[config.mk]
export PLATFORM = sky130hd
export DESIGN_NAME = debug_uart_receiver
export DESIGN_NICKNAME = d
export VERILOG_FILES = /design/src/verilog/uart_rx_pkg.sv /design/src/verilog/os_tick_gen.sv /design/src/verilog/char_fifo.sv /design/src/verilog/debug_uart_receiver.sv
export SDC_FILE = /design/constraint.sdc
export NUM_CORES = 1
export LEC_CHECK = 0
export BUFFER_PORTS_ARGS = -buffer_cell sky130_fd_sc_hd__clkbuf_2
export CAP_MARGIN = 20
export CORE_MARGIN = 2
export CORE_UTILIZATION = 45
export DETAILED_ROUTE_END_ITERATION = 10
export GPL_TIMING_DRIVEN = 0
export PLACE_DENSITY = 0.73
export SLEW_MARGIN = 5
export SYNTH_ARGS = -nofsm -noshare
export SYNTH_HDL_FRONTEND = slang
export SYNTH_SLANG_ARGS = --single-unit
[constraint.sdc]
create_clock -name sys_clk_in -period 8 [get_ports sys_clk_in]
set_input_delay 0 -clock sys_clk_in [delete_from_list [all_inputs] [get_ports sys_clk_in]]
set_output_delay 0 -clock sys_clk_in [all_outputs]
set_load 0.02 [all_outputs]
[src/verilog/uart_rx_pkg.sv]
/*
 * constants and types shared by the debug uart receive path.
 * assumes a single 50 MHz system clock and a synchronous active-low reset.
 */
package uart_rx_pkg;

   // ****************************************************************
   // widths and fifo depth
   // ****************************************************************
   localparam int DIV_W       = 17;
   localparam int DATA_W      = 8;
   localparam int STREAM_W    = DATA_W + 2;
   localparam int FIFO_DEPTH  = 8;
   localparam int OS_CNT_W    = 5;
   localparam int BIT_CNT_W   = 4;

   // ****************************************************************
   // oversampling timing in sampling-clock ticks, and bit-counter indices
   // ****************************************************************
   localparam int OS_PER_BIT        = 16;
   localparam int START_MIN_LOW     = 7;
   localparam int FIRST_SAMPLE      = 24;
   localparam int SAMPLE_RESTART    = FIRST_SAMPLE - OS_PER_BIT;
   localparam logic [OS_CNT_W-1:0]  START_LAST_CNT  = OS_CNT_W'(START_MIN_LOW - 1);
   localparam logic [OS_CNT_W-1:0]  SAMPLE_LAST_CNT = OS_CNT_W'(FIRST_SAMPLE - 1);
   localparam logic [OS_CNT_W-1:0]  SAMPLE_RELOAD   = OS_CNT_W'(SAMPLE_RESTART);
   localparam logic [BIT_CNT_W-1:0] PARITY_IDX      = BIT_CNT_W'(DATA_W);
   localparam logic [BIT_CNT_W-1:0] STOP_IDX_NOPAR  = BIT_CNT_W'(DATA_W);
   localparam logic [BIT_CNT_W-1:0] STOP_IDX_PAR    = BIT_CNT_W'(DATA_W + 1);

   // ****************************************************************
   // parity type field codes
   // ****************************************************************
   localparam logic [2:0] PAR_EVEN  = 3'h0;
   localparam logic [2:0] PAR_ODD   = 3'h1;
   localparam logic [2:0] PAR_SPACE = 3'h2;
   localparam logic [2:0] PAR_MARK  = 3'h3;
   localparam logic [2:0] PAR_NONE  = 3'h4;

   // ****************************************************************
   // reset values
   // ****************************************************************
   localparam logic [DATA_W-1:0]   HOLD_RESET    = 8'h00;
   localparam logic                LINE_IDLE     = 1'b1;
   localparam logic [DIV_W-1:0]    DIV_CNT_RESET = 17'h00001;

   typedef enum logic [2:0] {
      ST_OFF  = 3'b001,
      ST_HUNT = 3'b010,
      ST_RECV = 3'b100
   } rx_state_t;

endpackage

[src/verilog/os_tick_gen.sv]
/*
 * sampling-clock tick generator: one-cycle pulse every divisor clocks.
 * assumes the divisor comes from logic on the same clock.
 */
`timescale 1ns/1ps
module os_tick_gen (
   input  wire logic                           sys_clk_in,
   input  wire logic                           resetn_in,
   input  wire logic [uart_rx_pkg::DIV_W-1:0]  divisor_in,
   output logic                                tick_out
);
   import uart_rx_pkg::*;

   logic [DIV_W-1:0] div_cnt;
   wire              div_off  = (divisor_in == '0);
   wire              div_wrap = (div_cnt >= divisor_in);

   // ****************************************************************
   // divider
   // ****************************************************************
   always_ff @(posedge sys_clk_in) begin
      if (!resetn_in || div_off) begin
         div_cnt  <= DIV_CNT_RESET;
         tick_out <= 1'b0;
      end else if (div_wrap) begin
         div_cnt  <= DIV_CNT_RESET;
         tick_out <= 1'b1;
      end else begin
         div_cnt  <= div_cnt + DIV_W'(1);
         tick_out <= 1'b0;
      end
   end

endmodule

[src/verilog/char_fifo.sv]
/*
 * small synchronous fifo with valid/ready on both sides.
 * assumes one clock; width and depth shape the storage.
 */
`timescale 1ns/1ps
module char_fifo #(
   parameter int WIDTH = 10,
   parameter int DEPTH = 8
) (
   input  wire logic             sys_clk_in,
   input  wire logic             resetn_in,
   input  wire logic             in_valid_in,
   output logic                  in_ready_out,
   input  wire logic [WIDTH-1:0] in_data_in,
   output logic                  out_valid_out,
   input  wire logic             out_ready_in,
   output logic      [WIDTH-1:0] out_data_out
);
   localparam int PW = $clog2(DEPTH);
   localparam int CW = PW + 1;

   logic [WIDTH-1:0] mem [DEPTH];
   logic [PW-1:0]    wr_ptr;
   logic [PW-1:0]    rd_ptr;
   logic [CW-1:0]    count;

   wire              push       = in_valid_in && in_ready_out;
   wire              pop        = out_valid_out && out_ready_in;
   wire [CW-1:0]     next_count = count + CW'(push) - CW'(pop);
   wire [PW-1:0]     next_rd    = pop ? PW'(rd_ptr + PW'(1)) : rd_ptr;

   always_ff @(posedge sys_clk_in) begin
      if (push) begin
         mem[wr_ptr] <= in_data_in;
      end
   end

   always_ff @(posedge sys_clk_in) begin
      if (!resetn_in) begin
         wr_ptr        <= '0;
         rd_ptr        <= '0;
         count         <= '0;
         in_ready_out  <= 1'b1;
         out_valid_out <= 1'b0;
         out_data_out  <= '0;
      end else begin
         wr_ptr        <= push ? PW'(wr_ptr + PW'(1)) : wr_ptr;
         rd_ptr        <= next_rd;
         // registered head; a push into an emptied fifo passes straight through
         out_data_out  <= (push && wr_ptr == next_rd) ? in_data_in : mem[next_rd];
         count         <= next_count;
         in_ready_out  <= (next_count != CW'(DEPTH));
         out_valid_out <= (next_count != '0);
      end
   end

endmodule

[src/verilog/debug_uart_receiver.sv]
/*
 * receive path of the two-pin debug uart with its baud divider,
 * receive holding register, status flags and debug channel status.
 * assumes command inputs are one-cycle pulses from logic on sys_clk_in;
 * the serial line and the debug channel pending levels are asynchronous.
 */
`timescale 1ns/1ps

// Functional notes
// - sampling tick is clock over divisor
// - zero divisor stops tick, uart stays inactive
// - divisor accepts 1 through 131071
// - asynchronous only, 8 data bits, optional parity
// - receiver off after reset until enabled
// - disable: stop now if hunting, else finish
// - reset command aborts character, disables receiver
// - start needs low longer than 7 ticks
// - first sample at 24, then every 16
// - completed character loads holding, sets ready
// - holding read clears ready flag
// - character while ready set raises overrun
// - overrun cleared by status reset command
// - parity mismatch sets parity error with ready
// - parity error sticky until status reset
// - even, odd, mark, space parity
// - debug channel pending bits visible, interrupting
// - zero stop bit sets sticky framing error
module debug_uart_receiver (
   input  wire logic                                sys_clk_in,
   input  wire logic                                resetn_in,
   input  wire logic                                debug_rx_line_in,
   input  wire logic [uart_rx_pkg::DIV_W-1:0]       clock_divisor_in,
   input  wire logic [2:0]                          parity_type_field_in,
   input  wire logic                                rx_enable_cmd_in,
   input  wire logic                                rx_disable_cmd_in,
   input  wire logic                                rx_reset_cmd_in,
   input  wire logic                                status_reset_cmd_in,
   input  wire logic                                rx_holding_read_in,
   input  wire logic                                dcc_read_pending_in,
   input  wire logic                                dcc_write_pending_in,
   input  wire logic [1:0]                          dcc_irq_mask_in,
   input  wire logic                                rx_stream_ready_in,
   output logic      [uart_rx_pkg::DATA_W-1:0]      rx_holding_reg_out,
   output logic                                     rx_ready_flag_out,
   output logic                                     overrun_flag_out,
   output logic                                     parity_error_flag_out,
   output logic                                     framing_error_flag_out,
   output logic                                     rx_enabled_out,
   output logic                                     rx_busy_out,
   output logic                                     dcc_read_pending_out,
   output logic                                     dcc_write_pending_out,
   output logic                                     dcc_irq_out,
   output logic                                     rx_fifo_ready_out,
   output logic                                     rx_stream_valid_out,
   output logic      [uart_rx_pkg::STREAM_W-1:0]    rx_stream_data_out
);
   import uart_rx_pkg::*;

   // ****************************************************************
   // declarations
   // ****************************************************************
   rx_state_t               state;
   rx_state_t               next_state;
   logic                    rx_meta;
   logic                    rx_sync;
   logic [1:0]              dcc_meta;
   logic [1:0]              dcc_sync;
   logic                    os_tick;
   logic                    low_seen;
   logic [OS_CNT_W-1:0]     os_cnt;
   logic [BIT_CNT_W-1:0]    bit_cnt;
   logic [DATA_W-1:0]       shift;
   logic                    par_bit;
   logic                    disable_pending;

   // ****************************************************************
   // input synchronisers
   // ****************************************************************
   // the first stage of each pair feeds only the second stage
   always_ff @(posedge sys_clk_in) begin
      if (!resetn_in) begin
         rx_meta <= LINE_IDLE;
         rx_sync <= LINE_IDLE;
      end else begin
         rx_meta <= debug_rx_line_in;
         rx_sync <= rx_meta;
      end
   end

   always_ff @(posedge sys_clk_in) begin
      if (!resetn_in) begin
         dcc_meta <= 2'h0;
         dcc_sync <= 2'h0;
      end else begin
         dcc_meta <= {dcc_write_pending_in, dcc_read_pending_in};
         dcc_sync <= dcc_meta;
      end
   end

   // ****************************************************************
   // oversampling tick
   // ****************************************************************
   os_tick_gen u_tick (
      .sys_clk_in (sys_clk_in),
      .resetn_in  (resetn_in),
      .divisor_in (clock_divisor_in),
      .tick_out   (os_tick)
   );

   // ****************************************************************
   // decode
   // ****************************************************************
   wire line_low   = !rx_sync;
   wire in_hunt    = (state == ST_HUNT);
   wire in_recv    = (state == ST_RECV);
   wire par_en     = !parity_type_field_in[2];
   wire [BIT_CNT_W-1:0] stop_idx = par_en ? STOP_IDX_PAR : STOP_IDX_NOPAR;

   // eight low ticks in a row, counting the edge tick, beat the 7-tick floor
   wire start_ok   = in_hunt && os_tick && line_low && low_seen
                     && (os_cnt == START_LAST_CNT);
   wire sample_now = in_recv && os_tick && (os_cnt == SAMPLE_LAST_CNT);
   wire data_slot  = sample_now && (bit_cnt < PARITY_IDX);
   wire par_slot   = sample_now && par_en && (bit_cnt == PARITY_IDX);
   wire char_done  = sample_now && (bit_cnt == stop_idx);
   wire stop_bad   = char_done && !rx_sync;

   // ****************************************************************
   // parity
   // ****************************************************************
   wire data_xor   = ^shift;
   wire par_expect = (parity_type_field_in == PAR_EVEN)  ? data_xor  :
                     (parity_type_field_in == PAR_ODD)   ? !data_xor :
                     (parity_type_field_in == PAR_MARK)  ? 1'b1      :
                     1'b0;
   wire par_bad    = char_done && par_en && (par_bit != par_expect);

   // ****************************************************************
   // flag updates
   // ****************************************************************
   // a set in the same cycle as a status reset wins over the clear
   wire set_ready  = char_done;
   wire set_ovr    = char_done && rx_ready_flag_out && !rx_holding_read_in;
   wire next_ready = set_ready || (rx_ready_flag_out && !rx_holding_read_in);
   wire next_ovr   = set_ovr || (overrun_flag_out && !status_reset_cmd_in);
   wire next_parity_error_flag  = par_bad || (parity_error_flag_out && !status_reset_cmd_in);
   wire next_frame = stop_bad || (framing_error_flag_out && !status_reset_cmd_in);

   // ****************************************************************
   // receiver state machine
   // ****************************************************************
   always_comb begin
      next_state = state;
      if (rx_reset_cmd_in) begin
         next_state = ST_OFF;
      end else begin
         unique case (state)
            ST_OFF: begin
               if (rx_enable_cmd_in && !rx_disable_cmd_in) begin
                  next_state = ST_HUNT;
               end
            end
            ST_HUNT: begin
               if (rx_disable_cmd_in) begin
                  next_state = ST_OFF;
               end else if (start_ok) begin
                  next_state = ST_RECV;
               end
            end
            ST_RECV: begin
               if (char_done) begin
                  next_state = (disable_pending || rx_disable_cmd_in) ?
                               ST_OFF : ST_HUNT;
               end
            end
            default: begin
               next_state = ST_OFF;
            end
         endcase
      end
   end

   always_ff @(posedge sys_clk_in) begin
      if (!resetn_in) begin
         state <= ST_OFF;
      end else begin
         state <= next_state;
      end
   end

   // a disable during a character is held until its stop bit
   always_ff @(posedge sys_clk_in) begin
      if (!resetn_in || rx_reset_cmd_in || next_state == ST_OFF) begin
         disable_pending <= 1'b0;
      end else if (rx_disable_cmd_in && in_recv) begin
         disable_pending <= 1'b1;
      end else if (rx_enable_cmd_in) begin
         disable_pending <= 1'b0;
      end
   end

   // ****************************************************************
   // start hunt and sample counters
   // ****************************************************************
   // counters only move on the tick, so a zero divisor freezes them
   always_ff @(posedge sys_clk_in) begin
      if (!resetn_in || rx_reset_cmd_in || next_state == ST_OFF) begin
         low_seen <= 1'b0;
         os_cnt   <= '0;
      end else if (in_hunt && os_tick) begin
         if (!line_low) begin
            low_seen <= 1'b0;
            os_cnt   <= '0;
         end else if (!low_seen) begin
            low_seen <= 1'b1;
            os_cnt   <= '0;
         end else begin
            os_cnt   <= os_cnt + OS_CNT_W'(1);
         end
      end else if (in_recv && os_tick) begin
         if (char_done) begin
            low_seen <= 1'b0;
            os_cnt   <= '0;
         end else if (sample_now) begin
            os_cnt   <= SAMPLE_RELOAD;
         end else begin
            os_cnt   <= os_cnt + OS_CNT_W'(1);
         end
      end
   end

   // ****************************************************************
   // data shifter
   // ****************************************************************
   always_ff @(posedge sys_clk_in) begin
      if (!resetn_in || rx_reset_cmd_in || !in_recv) begin
         bit_cnt <= '0;
      end else if (sample_now) begin
         bit_cnt <= bit_cnt + BIT_CNT_W'(1);
      end
   end

   // data arrives least significant bit first
   always_ff @(posedge sys_clk_in) begin
      if (!resetn_in) begin
         shift   <= HOLD_RESET;
         par_bit <= 1'b0;
      end else begin
         if (data_slot) begin
            shift <= {rx_sync, shift[DATA_W-1:1]};
         end
         if (par_slot) begin
            par_bit <= rx_sync;
         end
      end
   end

   // ****************************************************************
   // holding register and status flags
   // ****************************************************************
   always_ff @(posedge sys_clk_in) begin
      if (!resetn_in) begin
         rx_holding_reg_out <= HOLD_RESET;
      end else if (char_done) begin
         rx_holding_reg_out <= shift;
      end
   end

   always_ff @(posedge sys_clk_in) begin
      if (!resetn_in) begin
         rx_ready_flag_out      <= 1'b0;
         overrun_flag_out       <= 1'b0;
         parity_error_flag_out  <= 1'b0;
         framing_error_flag_out <= 1'b0;
      end else begin
         rx_ready_flag_out      <= next_ready;
         overrun_flag_out       <= next_ovr;
         parity_error_flag_out  <= next_parity_error_flag;
         framing_error_flag_out <= next_frame;
      end
   end

   always_ff @(posedge sys_clk_in) begin
      if (!resetn_in) begin
         rx_enabled_out <= 1'b0;
         rx_busy_out    <= 1'b0;
      end else begin
         rx_enabled_out <= (next_state != ST_OFF);
         rx_busy_out    <= (next_state == ST_RECV);
      end
   end

   // ****************************************************************
   // debug channel status
   // ****************************************************************
   always_ff @(posedge sys_clk_in) begin
      if (!resetn_in) begin
         dcc_read_pending_out  <= 1'b0;
         dcc_write_pending_out <= 1'b0;
         dcc_irq_out           <= 1'b0;
      end else begin
         dcc_read_pending_out  <= dcc_sync[0];
         dcc_write_pending_out <= dcc_sync[1];
         dcc_irq_out           <= |(dcc_sync & dcc_irq_mask_in);
      end
   end

   // ****************************************************************
   // character stream buffer
   // ****************************************************************
   // a full buffer drops the character from the stream only; the holding
   // register still takes it, so software reads never depend on the sink
   char_fifo #(
      .WIDTH (STREAM_W),
      .DEPTH (FIFO_DEPTH)
   ) u_fifo (
      .sys_clk_in    (sys_clk_in),
      .resetn_in     (resetn_in),
      .in_valid_in   (char_done),
      .in_ready_out  (rx_fifo_ready_out),
      .in_data_in    ({stop_bad, par_bad, shift}),
      .out_valid_out (rx_stream_valid_out),
      .out_ready_in  (rx_stream_ready_in),
      .out_data_out  (rx_stream_data_out)
   );

endmodule

==> impl_metrics.csv <==
group,metric,value,unit
logic_synthesis,synth_nets,680,
pwr,worst_ir_drop_vdd,116,uV
placement,portBuffers,61,
logic_synthesis,synth_edf_count,80,
setup_path,worstPathRequired,8.28,ns
layout,seq_area,4120,um2
detailed_routing,routed_wl,15.5,mm
clocking,clk_latency,0.42,ns
grt,grt_pass1_wl,24.8,mm
detailed_routing,first_iter_violations,333,
hold_path,whs_path_depth,4,
layout,nets,778,
clocking,cts_buffer_depth,2,
setup_path,r2r_cells,12,
layout,fillers,1331,
logic_synthesis,synth_area,7230,um2
die,die_area,17100,um2
clocking,clk_pin_slew_worst_paths,0.07,ns
die,initial_core_util,45.8,%
setup_path,worst_setup_path_start_kind,"register",
setup_path,crit_type,"register to register",
setup_path,path_max_fanout,7,
pwr,p_leak,3.42,nW
grt,overflow,0,
grt,track_usage,19.3,%
grt,grt_pass1_vias,4821,
layout,diodes,0,
setup_path,reg2reg_setup_slack,5.22,ns
die,io_pins,62,
setup_path,end_kind,"register",
logic_synthesis,async_reset_ff_share,0,%
clocking,cts_sinks,166,
setup_path,crit_path_start,"state[2]$_SDFF_PN0_",
clocking,htreeDepth,4,
detailed_routing,first_pass_iters,5,
clocking,cts.repair.resized,0,
layout,final_core_util,54.6,%
timing,period_share,34.7,%
logic_synthesis,synth_area_per_cell,11.7,um2
clocking,cts_inserted_buffers,17,
grt,grt_max_degree,19,
timing,whs,0.0306,ns
logic_synthesis,synthCells,618,
timing,finalHoldViolations,0,
timing,clock_skew,0.00750,ns
timing,slew_violations,0,
die,die_w,131,um
hold_path,hold_path_startpoint,"parity_type_field_in[2]",
die,fp-row-count,46,
detailed_routing,drc,0,
timing,setup_viol,0,
clocking,holdBufCountCts,12,
placement,dp_hpwl,10.9,mm
run_status,status,"completed",
logic_synthesis,ys_warn_count,0,
timing,slew_headroom,30.4,%
setup_path,worstPathArrival,3.06,ns
detailed_routing,ant_nets,0,
hold_path,worst_hold_path_type,"input pin to register",
die,fp.dieH,131,um
timing,fmax,0.360,GHz
layout,drive_gt1_share,19.3,%
detailed_routing,viasPerCell,5.29,
detailed_routing,post_drt_wl_per_cell,16.4,um
clocking,post_cts.repair.setup_buffers,0,
detailed_routing,vias,4998,
layout,syn_to_final_growth,19.1,%
clocking,cts_root_buffer,"clkbuf_16",
logic_synthesis,synth.distinct_cells,56,
logic_synthesis,synth-main-ff-cell,"dfxtp_1",
timing,period_minus_slack,2.78,ns
layout,multi_input_area,2880,um2
setup_path,r2r-start,"state[2]$_SDFF_PN0_",
grt,antenna_found_initial,0,
logic_synthesis,ys_seq_area_share,57.1,%
job,drv_cap,0,
timing,tns,0,ns
die,core_area,15800,um2
pwr,power_density,243,nW/um2
logic_synthesis,ys_ff_latch,166,
clocking,cts_tree,"built",
timing,rsz0062_at_grt,"false",
timing,worst_slew_pin_slew,1.04,ns
placement,place_congestion,0.799,
==> cell type report <==
type | instances | area share [%]
inverter | 34 | 1.48
buffer | 22 | 1.38
clock inverter | 15 | 2.11
sequential | 166 | 47.9
clock buffer | 17 | 4.94
multi-input combinational | 396 | 33.5
timing repair buffer | 79 | 5.51
tap | 216 | 3.14
==> path summary, 6_finish.rpt <==
path | endpoint
min reg2reg | rx_sync$_SDFF_PN1_
max reg2reg | u_fifo.out_valid_out$_SDFF_PN0_
min | par_bit$_SDFFE_PN0P_
max | u_fifo.out_valid_out$_SDFF_PN0_
==> cell usage after synthesis (all sizes together), types with 2 or more instances <==
master | n | area share (%)
a211oi | 2 | 0.21
buf | 9 | 0.97
and2 | 13 | 1.1
and4b | 2 | 0.28
a21oi | 39 | 2.7
nor3 | 13 | 0.97
o211ai | 3 | 0.31
nor3b | 4 | 0.57
mux2i | 16 | 2.3
mux4 | 18 | 5.6
dfxtp | 86 | 24
a21o | 10 | 1.0
nor4 | 5 | 0.43
nand2 | 70 | 3.7
and3 | 5 | 0.43
nand2b | 10 | 0.87
and4 | 2 | 0.24
nor2 | 49 | 2.5
inv | 34 | 1.8
nand3 | 15 | 1.1
ha | 28 | 4.8
o21ai | 14 | 0.97
nand4 | 9 | 0.78
nor2b | 8 | 0.69
clkbuf | 13 | 0.68
edfxtp | 80 | 33
xnor2 | 27 | 3.3
xor2 | 15 | 2.1
==> layout by cell type (no fill, tap or decap), types with 13 or more instances in the layout <==
master     count
clkbuf_1      13
edfxtp_1      80
a21oi_1       39
nand2_1       69
xnor2_1       27
clkbuf_16     17
mux4_2        18
and2_1        13
clkbuf_2      61
dfxtp_1       86
xor2_1        14
ha_1          28
nor2_1        49
nand3_1       14
mux2i_1       15
inv_1         34
==> where the power goes <==
part / switching (W) / internal (W)
clock: 0.000366 / 0.000449
sequential: 0.0000199 / 0.000915
combinational: 0.000180 / 0.000162
total: 0.000566 / 0.00153
==> sequential cells by signal, summed over array words and instances (netlist names), 2 cells and up <==
signal               cells
shift                    8
dcc_sync                 2
u_fifo.count             4
u_fifo.mem              80
bit_cnt                  4
os_cnt                   5
u_tick.div_cnt          17
dcc_meta                 2
rx_holding_reg_out       8
u_fifo.wr_ptr            3
state                    3
u_fifo.rd_ptr            3
u_fifo.out_data_out     10
==> cell families (layout without fill, tap and decap cells) <==
group	Yosys count	in the layout	synth area share (%)
AND/OR/NAND/NOR	211	211	14.4
flip-flops	166	166	57.1
AO/OA/AOI/OAI	79	79	6.58
buffers and inverters	56	167	3.41
XOR/XNOR	42	42	5.35
multiplexers	35	35	8.03
adder cells (fa/ha/maj)	29	29	5.13
==> layer usage <==
metal  track usage [%]  vias up  wire length, um
li1                  -     2400                -
met1              25.0     2416             6560
met2              32.3      158             7670
met3              4.32       24              970
met4              6.01        0              267
met5                 0        -                0
==> critical path: stages, from the launching register on <==
cell,delay [ns]
dfxtp_1,0.41
nor3b_4,0.35
nand4_1,0.13
nor2_1,0.17
and2_1,0.18
nand2_1,0.17
inv_1,0.10
ha_1,0.17
inv_1,0.06
fa_1,0.37
xnor2_1,0.15
nor3b_1,0.27
o21bai_1,0.11
==> metrics by stage <==
stage | area [um2] | total power [W] | setup slack (ns) | cells
floorplan | 7230 | 0.00120 | 5.42 | 618
global placement | 7800 | 0.00128 | 4.43 | 895
detailed placement | 7870 | 0.00129 | 5.26 | 900
CTS | 8600 | 0.00211 | 5.23 | 944
global route | 8600 | 0.00218 | 5.02 | 945
finish | 8600 | 0.00209 | 5.22 | 945
Power figures use the tool's default switching activity.
